### src/rlt_consts.svh
// Constants for the serial-port loopback tester.
`ifndef RLT_CONSTS_SVH
`define RLT_CONSTS_SVH
`define RLT_ADDR_W 8
`define RLT_DATA_W 16
`define RLT_CTRL_ADDR 8'h0A
`define RLT_CTRL_EN_BIT 0
`define RLT_CTRL_DIR_BIT 1
`define RLT_STAT_FAIL_BIT 0
`define RLT_CLK_HZ 200000000
`define RLT_LINE_BPS 1000000
`define RLT_BIT_CYCLES (`RLT_CLK_HZ / `RLT_LINE_BPS)
`define RLT_DATA_BITS 8
`endif

### src/rlt_pkg.sv
// Types for the serial-port loopback tester.
package rlt_pkg;
    typedef struct packed {
        logic line_tx;
        logic driver_enable;
        logic receiver_enable_n;
    } rlt_port_out_t;
    typedef enum logic [1:0] {
        RLT_IDLE,
        RLT_SEND,
        RLT_WAIT,
        RLT_CHECK
    } rlt_state_t;
endpackage : rlt_pkg

### src/rlt_uart_tx.sv
// Serial byte transmitter, 8N1, least significant bit first.
`timescale 1ns/1ps
`include "rlt_consts.svh"
module rlt_uart_tx import rlt_pkg::*; #(
    parameter int BIT_CYCLES = `RLT_BIT_CYCLES
) (
    input wire logic clock_in,
    input wire logic rst_n_in,
    input wire logic start_in,
    input wire logic abort_in,
    input wire logic [7:0] data_in,
    output logic line_out,
    output logic busy_out
);
    logic [9:0] shift_q;
    logic [3:0] bits_q;
    logic [15:0] cnt_q;
    wire bit_end = (cnt_q == 16'(BIT_CYCLES - 1));
    assign busy_out = (bits_q != 4'h0);
    assign line_out = busy_out ? shift_q[0] : 1'b1;
    always_ff @(posedge clock_in or negedge rst_n_in) begin
        if (!rst_n_in) begin
            shift_q <= 10'h3FF;
            bits_q <= 4'h0;
            cnt_q <= 16'h0000;
        end else if (abort_in) begin
            // A cut frame must not resume on the line once the test is enabled again.
            shift_q <= 10'h3FF;
            bits_q <= 4'h0;
            cnt_q <= 16'h0000;
        end else if (!busy_out) begin
            cnt_q <= 16'h0000;
            if (start_in) begin
                shift_q <= {1'b1, data_in, 1'b0};
                bits_q <= 4'hA;
            end
        end else if (bit_end) begin
            cnt_q <= 16'h0000;
            shift_q <= {1'b1, shift_q[9:1]};
            bits_q <= bits_q - 4'h1;
        end else begin
            cnt_q <= cnt_q + 16'h0001;
        end
    end
endmodule : rlt_uart_tx

### src/rlt_uart_rx.sv
// Serial byte receiver, 8N1, samples at bit centre.
`timescale 1ns/1ps
`include "rlt_consts.svh"
module rlt_uart_rx import rlt_pkg::*; #(
    parameter int BIT_CYCLES = `RLT_BIT_CYCLES
) (
    input wire logic clock_in,
    input wire logic rst_n_in,
    input wire logic enable_in,
    input wire logic line_in,
    output logic [7:0] data_out,
    output logic valid_out
);
    logic [7:0] shift_q;
    logic [3:0] bits_q;
    logic [15:0] cnt_q;
    wire active = (bits_q != 4'h0);
    wire sample = (cnt_q == 16'(BIT_CYCLES - 1));
    wire half = (cnt_q == 16'(BIT_CYCLES / 2 - 1));
    always_ff @(posedge clock_in or negedge rst_n_in) begin
        if (!rst_n_in) begin
            shift_q <= 8'h00;
            bits_q <= 4'h0;
            cnt_q <= 16'h0000;
            data_out <= 8'h00;
            valid_out <= 1'b0;
        end else begin
            valid_out <= 1'b0;
            if (!enable_in) begin
                // A frame cut by a disable must not report a stale byte later.
                bits_q <= 4'h0;
                cnt_q <= 16'h0000;
            end else if (!active) begin
                // Start bit is rechecked at mid-bit so a glitch is ignored.
                if (enable_in && !line_in) begin
                    if (half) begin
                        bits_q <= 4'h9;
                        cnt_q <= 16'h0000;
                    end else begin
                        cnt_q <= cnt_q + 16'h0001;
                    end
                end else begin
                    cnt_q <= 16'h0000;
                end
            end else if (sample) begin
                cnt_q <= 16'h0000;
                bits_q <= bits_q - 4'h1;
                if (bits_q == 4'h1) begin
                    data_out <= shift_q;
                    valid_out <= 1'b1;
                end else begin
                    shift_q <= {line_in, shift_q[7:1]};
                end
            end else begin
                cnt_q <= cnt_q + 16'h0001;
            end
        end
    end
endmodule : rlt_uart_rx

### src/rlt_loopback_tester.sv
// Loopback tester driving two half-duplex serial line ports.
// Behaviour
// Test runs only while enable is set; idle otherwise.
// Direction 0 sends on port 0, direction 1 sends on port 1.
// After sending, wait for a received byte and compare it.
// After each compare, increment the test byte and repeat.
// A mismatch sets the fail flag, which stays set.
// Fail clears only when enable goes 0 then back to 1.
// Testing repeats indefinitely while enable stays set.
// Line rate is 1 Mbit/s.
// Software writes enable bit 0, direction bit 1 at address 0x0A.
// Reading address 0x0A returns fail flag in bit 0.
// Drive enable on sending port, receive enable on opposite port.
// Frames are start bit, 8 data bits LSB first, stop bit.
`timescale 1ns/1ps
`include "rlt_consts.svh"
module rlt_loopback_tester import rlt_pkg::*; #(
    parameter int BIT_CYCLES = `RLT_BIT_CYCLES
) (
    input wire logic clock_in,
    input wire logic rst_n_in,
    input wire logic [`RLT_ADDR_W-1:0] addr_in,
    input wire logic [`RLT_DATA_W-1:0] wdata_in,
    input wire logic wr_in,
    input wire logic rd_in,
    output logic [`RLT_DATA_W-1:0] rdata_out,
    output logic port0_line_tx_out,
    output logic port0_driver_enable_out,
    output logic port0_receiver_enable_n_out,
    input wire logic port0_line_rx_in,
    output logic port1_line_tx_out,
    output logic port1_driver_enable_out,
    output logic port1_receiver_enable_n_out,
    input wire logic port1_line_rx_in
);
    logic enable_q;
    logic dir_q;
    logic dir_run_q;
    logic fail_q;
    logic fail_d;
    logic [7:0] tx_byte_q;
    logic [7:0] tx_byte_d;
    rlt_state_t state_q;
    rlt_state_t state_d;
    logic tx_line;
    logic tx_busy;
    logic [7:0] rx_byte;
    logic rx_valid;
    rlt_port_out_t port0;
    rlt_port_out_t port1;

    wire ctrl_hit = (addr_in == `RLT_CTRL_ADDR);
    wire ctrl_wr = wr_in && ctrl_hit;
    wire [`RLT_DATA_W-1:0] rd_word = ctrl_hit ? {15'h0000, fail_q} : 16'h0000;
    wire start_tx = (state_q == RLT_SEND) && !tx_busy;
    // Direction is held per byte so a mid-byte change cannot split a frame.
    wire rx_line = dir_run_q ? port0_line_rx_in : port1_line_rx_in;
    wire running = (state_q != RLT_IDLE);
    wire tx_abort = !enable_q;
    // Loading while idle puts the first byte's enables on the chosen port.
    wire dir_load = start_tx || !running;

    always_ff @(posedge clock_in or negedge rst_n_in) begin
        if (!rst_n_in) begin
            enable_q <= 1'b0;
            dir_q <= 1'b0;
        end else if (ctrl_wr) begin
            enable_q <= wdata_in[`RLT_CTRL_EN_BIT];
            dir_q <= wdata_in[`RLT_CTRL_DIR_BIT];
        end
    end

    always_ff @(posedge clock_in or negedge rst_n_in) begin
        if (!rst_n_in) begin
            rdata_out <= 16'h0000;
        end else if (rd_in) begin
            rdata_out <= rd_word;
        end else begin
            rdata_out <= 16'h0000;
        end
    end

    always_comb begin
        state_d = state_q;
        tx_byte_d = tx_byte_q;
        fail_d = fail_q;
        unique case (state_q)
            RLT_IDLE: begin
                if (enable_q) begin
                    state_d = RLT_SEND;
                    fail_d = 1'b0;
                end
            end
            RLT_SEND: begin
                if (start_tx) begin
                    state_d = RLT_WAIT;
                end
            end
            RLT_WAIT: begin
                if (rx_valid) begin
                    state_d = RLT_CHECK;
                end
            end
            RLT_CHECK: begin
                if (rx_byte != tx_byte_q) begin
                    fail_d = 1'b1;
                end
                tx_byte_d = tx_byte_q + 8'h01;
                state_d = RLT_SEND;
            end
        endcase
        if (!enable_q) begin
            state_d = RLT_IDLE;
        end
    end

    always_ff @(posedge clock_in or negedge rst_n_in) begin
        if (!rst_n_in) begin
            state_q <= RLT_IDLE;
            tx_byte_q <= 8'h00;
            fail_q <= 1'b0;
            dir_run_q <= 1'b0;
        end else begin
            state_q <= state_d;
            tx_byte_q <= tx_byte_d;
            fail_q <= fail_d;
            if (dir_load) begin
                dir_run_q <= dir_q;
            end
        end
    end

    // Drivers stay off when idle so the lines float to the idle state.
    always_comb begin
        port0.line_tx = (running && !dir_run_q) ? tx_line : 1'b1;
        port0.driver_enable = running && !dir_run_q;
        port0.receiver_enable_n = !(running && dir_run_q);
        port1.line_tx = (running && dir_run_q) ? tx_line : 1'b1;
        port1.driver_enable = running && dir_run_q;
        port1.receiver_enable_n = !(running && !dir_run_q);
    end
    assign port0_line_tx_out = port0.line_tx;
    assign port0_driver_enable_out = port0.driver_enable;
    assign port0_receiver_enable_n_out = port0.receiver_enable_n;
    assign port1_line_tx_out = port1.line_tx;
    assign port1_driver_enable_out = port1.driver_enable;
    assign port1_receiver_enable_n_out = port1.receiver_enable_n;

    rlt_uart_tx #(
        .BIT_CYCLES(BIT_CYCLES)
    ) u_tx (
        .clock_in(clock_in),
        .rst_n_in(rst_n_in),
        .start_in(start_tx),
        .abort_in(tx_abort),
        .data_in(tx_byte_q),
        .line_out(tx_line),
        .busy_out(tx_busy)
    );

    rlt_uart_rx #(
        .BIT_CYCLES(BIT_CYCLES)
    ) u_rx (
        .clock_in(clock_in),
        .rst_n_in(rst_n_in),
        .enable_in(state_q == RLT_WAIT || state_q == RLT_SEND),
        .line_in(rx_line),
        .data_out(rx_byte),
        .valid_out(rx_valid)
    );
endmodule : rlt_loopback_tester

### config.mk
export PLATFORM = sky130hd
export DESIGN_NAME = rlt_loopback_tester
export DESIGN_NICKNAME = d
export VERILOG_FILES = /design/src/rlt_pkg.sv /design/src/rlt_uart_tx.sv /design/src/rlt_uart_rx.sv /design/src/rlt_loopback_tester.sv
export VERILOG_INCLUDE_DIRS = /design/src /design/src/src
export SDC_FILE = /design/constraint.sdc
export NUM_CORES = 1
export LEC_CHECK = 0
export ABC_CLOCK_PERIOD_IN_PS = 2900
export BUFFER_PORTS_ARGS = -buffer_cell sky130_fd_sc_hd__buf_2
export CAP_MARGIN = 0
export CORE_ASPECT_RATIO = 0.75
export CORE_MARGIN = 2
export CORE_UTILIZATION = 58
export CTS_CLUSTER_DIAMETER = 60
export DETAILED_ROUTE_END_ITERATION = 6
export PLACE_DENSITY = 0.87
export SYNTH_ARGS = -nofsm -noshare
export SYNTH_HDL_FRONTEND = slang
export SYNTH_SLANG_ARGS = --single-unit
### constraint.sdc
create_clock -name clock_in -period 2.9 [get_ports clock_in]
set_input_delay 0.435 -clock clock_in [delete_from_list [all_inputs] [get_ports clock_in]]
set_output_delay 0.435 -clock clock_in [all_outputs]
set_load 0.02 [all_outputs]
==> results.yml, run 1 <==
floorplan:
  die-width_um: 103
  row_count: 27
  die-height_um: 78.4
  io_pins: 52
  core_area_um2: 7230
  dieArea_um2: 8090
  initial_utilization_pct: 59.2
routing:
  via_per_inst: 5.66
  vias: 2977
  drtPass1Iterations: 4
  drc: 0
  drt_iter0_drc: 160
  wl_per_cell_um: 15.4
  ant_nets: 0
  wl_mm: 8.12
global_routing:
  antenna_found_initial: 0
  grt_usage_pct: 22.3
  first_global_vias: 2949
  grt_max_degree: 82
  gr-total-overflow: 0
  grt_pass1_wl_mm: 14.0
power:
  p_clk_share_pct: 39.5
  p_leak_nw: 2.00
  combPwrFrac_pct: 5.2
  ir_worst_vdd_mv: 0.354
  power.switching_uw: 468
  p_int_mw: 1.62
  p_per_area_nw_per_um2: 453
  fin_total_pwr_mw: 2.08
  switching_share_pct: 22.4
  seqPwrFrac_pct: 55.3
timing:
  fin_hold_ws_ns: 0.261
  min_period_ns: 2.34
  fin_crit_sh_pct: 80.8
  relSlewSlack_pct: 25.3
  worst_slack_ns: 0.557
  clock_skew_ns: 0.00653
  tightestPinTransition_ns: 1.11
  final.setup.tns_ns: 0
  hold_violations: 0
  finalSetupViolations: 0
  max_freq_mhz: 427
  rsz0062_at_grt: "false"
  final_max_slew_viol_count: 0
critical_path:
  arrival_ns: 2.52
  crit_family: "compound AO/OA/AOI/OAI gates"
  cp-startpoint: "u_rx.bits_q[0]"
  r2r-start: "u_rx.bits_q[0]"
  worstPathCellList: "inv_1 > ha_1 > or3b_2 > nand3b_2 > o21ai_1 > nor3b_1"
  path_max_fanout: 16
  crit_type: "flop to flop"
  crit_path_top_delay_cell: "o21ai_1"
  cp.required_ns: 3.08
  end_kind: "flop"
  crit_buf_inv: 1
  critPathLaunchType: "flop"
  critPathMaxStageDelay_ns: 0.88
clocking:
  post_cts_resized: 0
  clk_latency_ns: 0.35
  cts_buffers: 9
  clock_sinks: 81
  clkTransAtPathRegs_ns: 0.08
  postCtsSetupBuffers: 0
  clock_path_buffers: 2
  cts_tree: "built"
  cts.htree.levels: 3
  clock-root-buffer: "clkbuf_8"
  ctsHoldBuffers: 0
layout:
  fin_nets: 462
  final_core_utilization_pct: 63.7
  final_cell_area_um2: 4610
  instances_no_fill: 526
  drive_gt1_share_pct: 20.2
  diodes: 0
  fillers: 578
  syn_to_final_growth_pct: 7.66
logic_synthesis:
  synth_edf_count: 0
  syn_inst: 401
  yosysMostFrequentCell: "dfrtp_1"
  yosysTopAreaCell: "dfrtp_1"
  yosysTopAreaCellShare_pct: 42.1
  async_reset_ff_share_pct: 100
  synth_seq_cells: 81
  synth_area_leaders: "dfrtp_1 42%, mux2_2 6.8%, dfstp_2 5.5%"
  syn_area_um2: 4280
  ys_types: 57
  yosysWarnings: 0
  syn_area_per_cell_um2: 10.7
  ys_seq_area_share_pct: 47.6
  synth_common_cells: "72 x dfrtp_1, 35 x nand2_1, 26 x mux2_2"
  synth_ff_type: "dfrtp_1"
placement:
  port_buffers: 22
  gp_congestion: 0.840
  place_ws_ns: 0.597
  place_inst: 511
  post_dp_cell_area_um2: 4410
  place_hpwl_mm: 5.54
status:
  outcome: "finished, final reports clean"
hold_path:
  hp-class: "primary input to async pin"
run:
  max_cap_violations: 0
-- worst register-to-register path: stages, from the launching register on --
cell      delay, ns
dfrtp_1        0.43
inv_1          0.08
ha_1           0.23
or3b_2         0.28
nand3b_2       0.15
o21ai_1        0.89
nor3b_1        0.12
-- worst paths after layout --
path,end,slack (ns),depth (start not counted)
setup / recovery,u_rx.cnt_q[1],0.56,6
hold / removal,u_rx.data_out[3],0.26,1
setup reg to reg,u_rx.cnt_q[1],0.56,6
hold reg to reg,u_tx.cnt_q[0],0.45,1
max in group asynchronous,u_tx.cnt_q[6],2.03,1
min in group clock_in,dir_q,0.32,2
-- power by group through the flow --
stage,logic [mW],clock network [mW],registers (mW)
2_1_floorplan,0.0825,0,1.17
3_3_place_gp,0.105,0,1.17
3_5_place_dp,0.109,0,1.17
4_1_cts,0.110,0.836,1.15
5_1_grt,0.123,0.888,1.15
6_report,0.108,0.823,1.15
-- cell families after synthesis --
| family | after synthesis | share of synthesized area, % |
|---|---|---|
| other | 1 | 0.0876 |
| AOI/OAI and AO/OA | 28 | 4.44 |
| buffers and inverters | 44 | 5.41 |
| adders and majority gates | 11 | 3.22 |
| DFF | 81 | 47.6 |
| xor gates and xnor gates | 40 | 8.19 |
| muxes | 35 | 8.95 |
| and+or+nand+nor | 161 | 22.1 |
-- cell type report --
| class | count | area [um2] | area share (%) |
|---|---|---|---|
| multi-input cells | 290 | 2060 | 44.8 |
| well taps | 101 | 126 | 2.74 |
| clock buffers | 13 | 159 | 3.45 |
| flip-flops and latches | 81 | 2040 | 44.2 |
| clock inverters | 2 | 37.5 | 0.815 |
| inverters | 15 | 56.3 | 1.22 |
| repair buffers | 24 | 128 | 2.77 |
-- cell usage in the layout, fill, tap and decap left out, types with 4 or more instances in the layout --
| cell type | count |
|---|---|
| a21oi_1 | 9 |
| and3_1 | 7 |
| and4_1 | 6 |
| buf_2 | 21 |
| clkbuf_8 | 11 |
| conb_1 | 15 |
| dfrtp_1 | 72 |
| dfstp_2 | 9 |
| ha_1 | 11 |
| inv_1 | 15 |
| mux2_2 | 26 |
| mux2i_1 | 9 |
| nand2_1 | 35 |
| nand3_1 | 20 |
| nand4_1 | 17 |
| nor2_1 | 19 |
| nor3_1 | 18 |
| nor3b_1 | 4 |
| nor4_1 | 4 |
| o21ai_0 | 5 |
| xnor2_1 | 21 |
| xor2_1 | 19 |
-- registers in the layout, indices dropped and copies added, names as in the netlist --
signal          flops
fail_q              1
u_rx.valid_out      1
u_tx.cnt_q         16
state_q             2
dir_q               1
u_tx.bits_q         4
u_tx.shift_q        9
u_rx.shift_q        8
enable_q            1
tx_byte_q           8
rdata_out           1
u_rx.data_out       8
u_rx.bits_q         4
u_rx.cnt_q         16
dir_run_q           1
-- routing by layer --
layer,vias to the layer above,GRT usage [%],share of wire [%],wire length [um]
met5,-,0,0,0
met2,56,35.8,49,4020
li1,1418,-,-,-
met4,0,6.18,1.7,134
met1,1487,30.4,46,3710
met3,16,5.16,3.2,260
Power figures use the tool's default switching activity.
==> inputs of run 2 (changes only) <==
ABC_AREA = 1   (was not set)
ABC_CLOCK_PERIOD_IN_PS = 2200   (was 2900)
CORE_UTILIZATION = 59   (was 58)
clock period = 2.2 ns   (was 2.9 ns; I/O delays follow)
==> run 2 against run 1 <==
Compared with the run above: via count rose by 33%; flip-flop and latch count did not move; critical path depth down 1; first-iteration DRC count is 98% higher; clock power grew 23%.
==> results.yml, run 2 <==
status:
  outcome: "finished, final reports clean"
timing:
  relSlewSlack_pct: 65.3
  clock_skew_ns: 0.0216
  finalSetupViolations: 0
  max_freq_mhz: 494
  min_period_ns: 2.02
  rsz0062_at_grt: "false"
  tightestPinTransition_ns: 0.521
  final.setup.tns_ns: 0
  final_max_slew_viol_count: 0
  fin_crit_sh_pct: 92.0
  worst_slack_ns: 0.176
  hold_violations: 0
floorplan:
  row_count: 27
  die-height_um: 80.7
  die-width_um: 106
  io_pins: 52
  dieArea_um2: 8590
  core_area_um2: 7470
  initial_utilization_pct: 62.1
logic_synthesis:
  async_reset_ff_share_pct: 100
  synth_edf_count: 0
  yosysMostFrequentCell: "nand2_1"
  syn_area_per_cell_um2: 7.66
  yosysTopAreaCellShare_pct: 38.9
  ys_types: 36
  synth_common_cells: "164 x nand2_1, 85 x nor2_1, 72 x dfrtp_1"
  yosysWarnings: 0
  ys_seq_area_share_pct: 44.0
  syn_area_um2: 4630
  synth_seq_cells: 81
  syn_inst: 605
  synth_area_leaders: "dfrtp_1 39%, nand2_1 13%, nor2_1 6.9%"
  synth_ff_type: "dfrtp_1"
  yosysTopAreaCell: "dfrtp_1"
layout:
  mostFrequentLayoutCells: "164 x nand2_1, 85 x nor2_1, 72 x dfrtp_1"
  syn_to_final_growth_pct: 7.53
  diodes: 0
  top_regs: "u_rx.cnt_q x16, u_tx.cnt_q x16, u_tx.shift_q x9"
  layout_commonest_cell: "nand2_1"
  drive_gt1_share_pct: 12.2
  fillers: 595
  fin_nets: 673
routing:
  wl_mm: 9.28
  ant_nets: 0
  via_per_inst: 5.35
  drt_iter0_drc: 317
  drtPass1Iterations: 4
  vias: 3949
  drc: 0
  wl_per_cell_um: 12.6
critical_path:
  reg2reg_to: "u_tx.shift_q[4]"
  cp-startpoint: "state_q[0]"
  r2r-start: "u_tx.bits_q[0]"
  arrival_ns: 1.69
  path_max_fanout: 4
  crit_end: "port1_line_tx_out"
  critPathLaunchType: "flop"
  cp.required_ns: 1.87
  crit_type: "flop to output pin"
  rr_worst_depth: 9
  r2r_setup_slack_ns: 0.31
  end_kind: "output pin"
clocking:
  cts_tree: "built"
  post_cts_resized: 0
  clk_latency_ns: 0.35
  cts_buffers: 9
  cts.htree.levels: 3
  clock-root-buffer: "clkbuf_8"
  clock_sinks: 81
  clock_path_buffers: 2
  ctsHoldBuffers: 1
  clkTransAtPathRegs_ns: 0.10
  postCtsSetupBuffers: 0
placement:
  place_ws_ns: 0.360
  place_hpwl_mm: 7.01
  gp_congestion: 0.922
  port_buffers: 22
power:
  p_leak_nw: 2.49
  p_per_area_nw_per_um2: 930
  ir_worst_vdd_mv: 0.538
hold_path:
  min_path_cells: 3
  hp-class: "primary input to flop"
global_routing:
  gr-total-overflow: 0
  grt_pass1_wl_mm: 16.7
  grt_max_degree: 41
  first_global_vias: 3855
  grt_usage_pct: 23.9
  antenna_found_initial: 0
run:
  max_cap_violations: 0
-- run 2: changes by cell type after synthesis, moves of 16 or more --
cell / before / now
inv_1: 15 / 64
mux2_2: 26 / 0
nand2_1: 35 / 164
nand3_1: 20 / 51
nor2_1: 19 / 85
xnor2_1: 21 / 5
-- run 2: worst min path at each step --
stage           startpoint           end
6_report       wdata_in[1]         dir_q
3_5_place_dp      rst_n_in  rdata_out[0]
5_1_grt        wdata_in[1]         dir_q
4_1_cts        wdata_in[1]         dir_q
2_1_floorplan     rst_n_in         dir_q
3_3_place_gp      rst_n_in  rdata_out[0]
-- run 2: report_power, final --
part	total, mW	internal (mW)	switching (mW)
Sequential	1.97	1.76	0.203
Combinational	1.65	0.546	1.11
Clock	1.01	0.455	0.558
-- run 2: logic make-up (layout without fill, tap and decap cells) --
group / Yosys count / count (layout) / share of synthesized area (%)
compound gates: 29 / 29 / 3.38
xor+xnor: 20 / 20 / 3.78
fa+ha+maj: 11 / 11 / 2.97
buf+inv: 94 / 112 / 9.61
flops: 81 / 81 / 44.0
other cells: 1 / 15 / 0.0809
simple gates: 369 / 369 / 36.2
-- run 2: routing by layer --
layer  GRT usage [%]  up-vias  wire [um]  share of wire [%]
met1            31.6     1906       4360                 47
met4            6.18        0         90               0.97
met5               0        -          0                  0
met3            4.65       13        359                3.9
li1                -     1945          -                  -
met2            41.0       85       4480                 48
-- run 2: final cells by class --
type                            instances  area [um2]  area share, %
Clock buffer                           10         138           2.76
Clock inverter                          6        50.0           1.00
Inverter                               68         255           5.12
Multi-Input combinational cell        444        2200           44.2
Sequential cell                        81        2040           40.9
Tap cell                              101         126           2.54
Timing Repair Buffer                   28         173           3.47
-- run 2: critical path: stages (launching register included) --
cell and delay, ns:
dfrtp_1 0.39, inv_1 0.09, ha_1 0.25, nor2_1 0.32
nand3_1 0.12, buf_2 0.17
-- run 2: through the flow --
step           utilization [%]  instances  hold WS [ns]  instance area, um2  power, mW
2_1_floorplan                -        619        0.0344                4690       3.23
3_3_place_gp              64.1        721         0.340                4780       3.52
3_5_place_dp              64.1        721         0.340                4780       3.63
4_1_cts                   66.7        738         0.198                4980       4.65
5_1_grt                   66.7        738         0.226                4980       5.00
6_report                  66.7        738         0.206                4980       4.63
==> inputs of run 3 (changes only) <==
PLACE_DENSITY = 0.88   (was 0.87)
==> run 3 against run 2 <==
Compared with the run above: first-iteration DRC count is 9.5% higher; routed wire length is 6.7% higher; cell count is 0.14% higher; clock-buffer cell count is 1 lower; utilization is 0.28 points higher; clock skew is 0.0084 ns lower; final area is 0.43% higher; global-route usage is 0.98 points higher; via count is 0.30% lower; total power is 3.1% higher; worst setup slack better by 0.014 ns; critical path type unchanged; highest routed layer unchanged.
==> results.yml, run 3 (same netlist as run 2, synthesis figures left out) <==
global_routing:
  first_global_vias: 3838
  grt_usage_pct: 24.9
  antenna_found_initial: 0
  grt_max_degree: 47
  gr-total-overflow: 0
  grt_pass1_wl_mm: 17.0
routing:
  wl_per_cell_um: 13.4
  drtPass1Iterations: 4
  drt_iter0_drc: 347
  vias: 3937
  ant_nets: 0
  drc: 0
  via_per_inst: 5.33
  wl_mm: 9.91
power:
  seqPwrFrac_pct: 41.2
  p_int_mw: 2.86
  fin_total_pwr_mw: 4.78
  p_clk_share_pct: 23.5
  ir_worst_vdd_mv: 0.580
  p_per_area_nw_per_um2: 955
  combPwrFrac_pct: 35.4
  switching_share_pct: 40.1
  power.switching_mw: 1.92
  p_leak_nw: 2.50
clocking:
  cts_buffers: 9
  clk_latency_ns: 0.36
  clock_sinks: 81
  clkTransAtPathRegs_ns: 0.09
  cts.htree.levels: 3
  cts_tree: "built"
  clock_path_buffers: 2
  clock-root-buffer: "clkbuf_8"
status:
  outcome: "finished, final reports clean"
timing:
  final_max_slew_viol_count: 0
  fin_crit_sh_pct: 91.4
  fin_hold_ws_ns: 0.235
  final.setup.tns_ns: 0
  finalSetupViolations: 0
  min_period_ns: 2.01
  worst_slack_ns: 0.190
  clock_skew_ns: 0.0132
  max_freq_mhz: 498
  rsz0062_at_grt: "false"
  hold_violations: 0
run:
  max_cap_violations: 0
critical_path:
  r2r-start: "u_tx.bits_q[0]"
  path_max_fanout: 4
  cp.required_ns: 1.87
  rr_worst_depth: 8
  arrival_ns: 1.68
  critPathLaunchType: "flop"
  crit_type: "flop to output pin"
  end_kind: "output pin"
  cp-startpoint: "state_q[0]"
hold_path:
  min_path_cells: 3
  hp-start: "wdata_in[1]"
  hp-class: "primary input to flop"
layout:
  mostFrequentLayoutCells: "164 x nand2_1, 85 x nor2_1, 72 x dfrtp_1"
  diodes: 0
  top_regs: "u_rx.cnt_q x16, u_tx.cnt_q x16, u_tx.shift_q x9"
  layout_commonest_cell: "nand2_1"
  fin_nets: 674
  drive_gt1_share_pct: 12.4
  syn_to_final_growth_pct: 7.99
floorplan:
  core_area_um2: 7470
  dieArea_um2: 8590
  die-width_um: 106
  initial_utilization_pct: 62.1
  io_pins: 52
  die-height_um: 80.7
  row_count: 27
placement:
  place_ws_ns: 0.403
  port_buffers: 22
  place_hpwl_mm: 7.14
  gp_congestion: 0.863
run 3: cell count changes in the layout (fill, tap and decap cells not counted):
cell / change
buf_4: +1
bufinv_16: +1
clkbuf_8: -1
clkinv_4: -1
inv_6: +2
inv_8: -1
run 3: repair_timing:
item                                   CTS  global route
endpoints found under the hold margin   34             0
setup buffers                            0             0
resized for setup                        0             0
setup endpoints to repair                0             0
hold buffers                             1             0
run 3: layout make-up:
class	count	area, um2
Sequential cell	81	2040
Multi-Input combinational cell	444	2200
Timing Repair Buffer	29	180
Clock buffer	9	124
Clock inverter	7	77.6
Tap cell	101	126
Fill cell	607	2460
Inverter	68	255
run 3: path summary, 6_finish.rpt:
path	to	slack (ns)
worst max-delay path	port0_line_tx_out	0.19
worst min-delay path	dir_q	0.23
worst max register to register	u_tx.bits_q[0]	0.39
worst min register to register	u_tx.shift_q[3]	0.47
max in group asynchronous	u_tx.shift_q[5]	1.08
min in group asynchronous	u_tx.bits_q[3]	0.47
run 3: power groups by stage:
stage / Clock, mW / Sequential [mW] / Combinational [mW]
2_1_floorplan: 0 / 1.93 / 1.30
3_3_place_gp: 0 / 1.97 / 1.57
3_5_place_dp: 0 / 1.99 / 1.67
4_1_cts: 1.14 / 1.96 / 1.68
5_1_grt: 1.21 / 2.00 / 1.91
6_report: 1.12 / 1.97 / 1.69
run 3: through the flow:
| step | std cells | area [um2] | utilization, % |
|---|---|---|---|
| global placement | 722 | 4790 | 64.2 |
| detailed placement | 722 | 4790 | 64.2 |
| finish | 739 | 5000 | 67.0 |
| CTS | 739 | 5000 | 67.0 |
| global route | 739 | 5000 | 67.0 |
| floorplan | 619 | 4690 | - |
run 3: routing by layer:
| layer | vias to the layer above | share of wire (%) | track usage [%] |
|---|---|---|---|
| met3 | 20 | 4.7 | 5.30 |
| li1 | 1944 | - | - |
| met4 | 0 | 1.7 | 10.4 |
| met2 | 112 | 48 | 40.8 |
| met1 | 1861 | 45 | 32.5 |
| met5 | - | 0 | 0 |
run 3: critical path: stages, from the launching register on:
cell and delay, ns:
dfrtp_1 0.39, inv_1 0.09, ha_1 0.24, nor2_1 0.32
nand3_1 0.12, buf_2 0.17
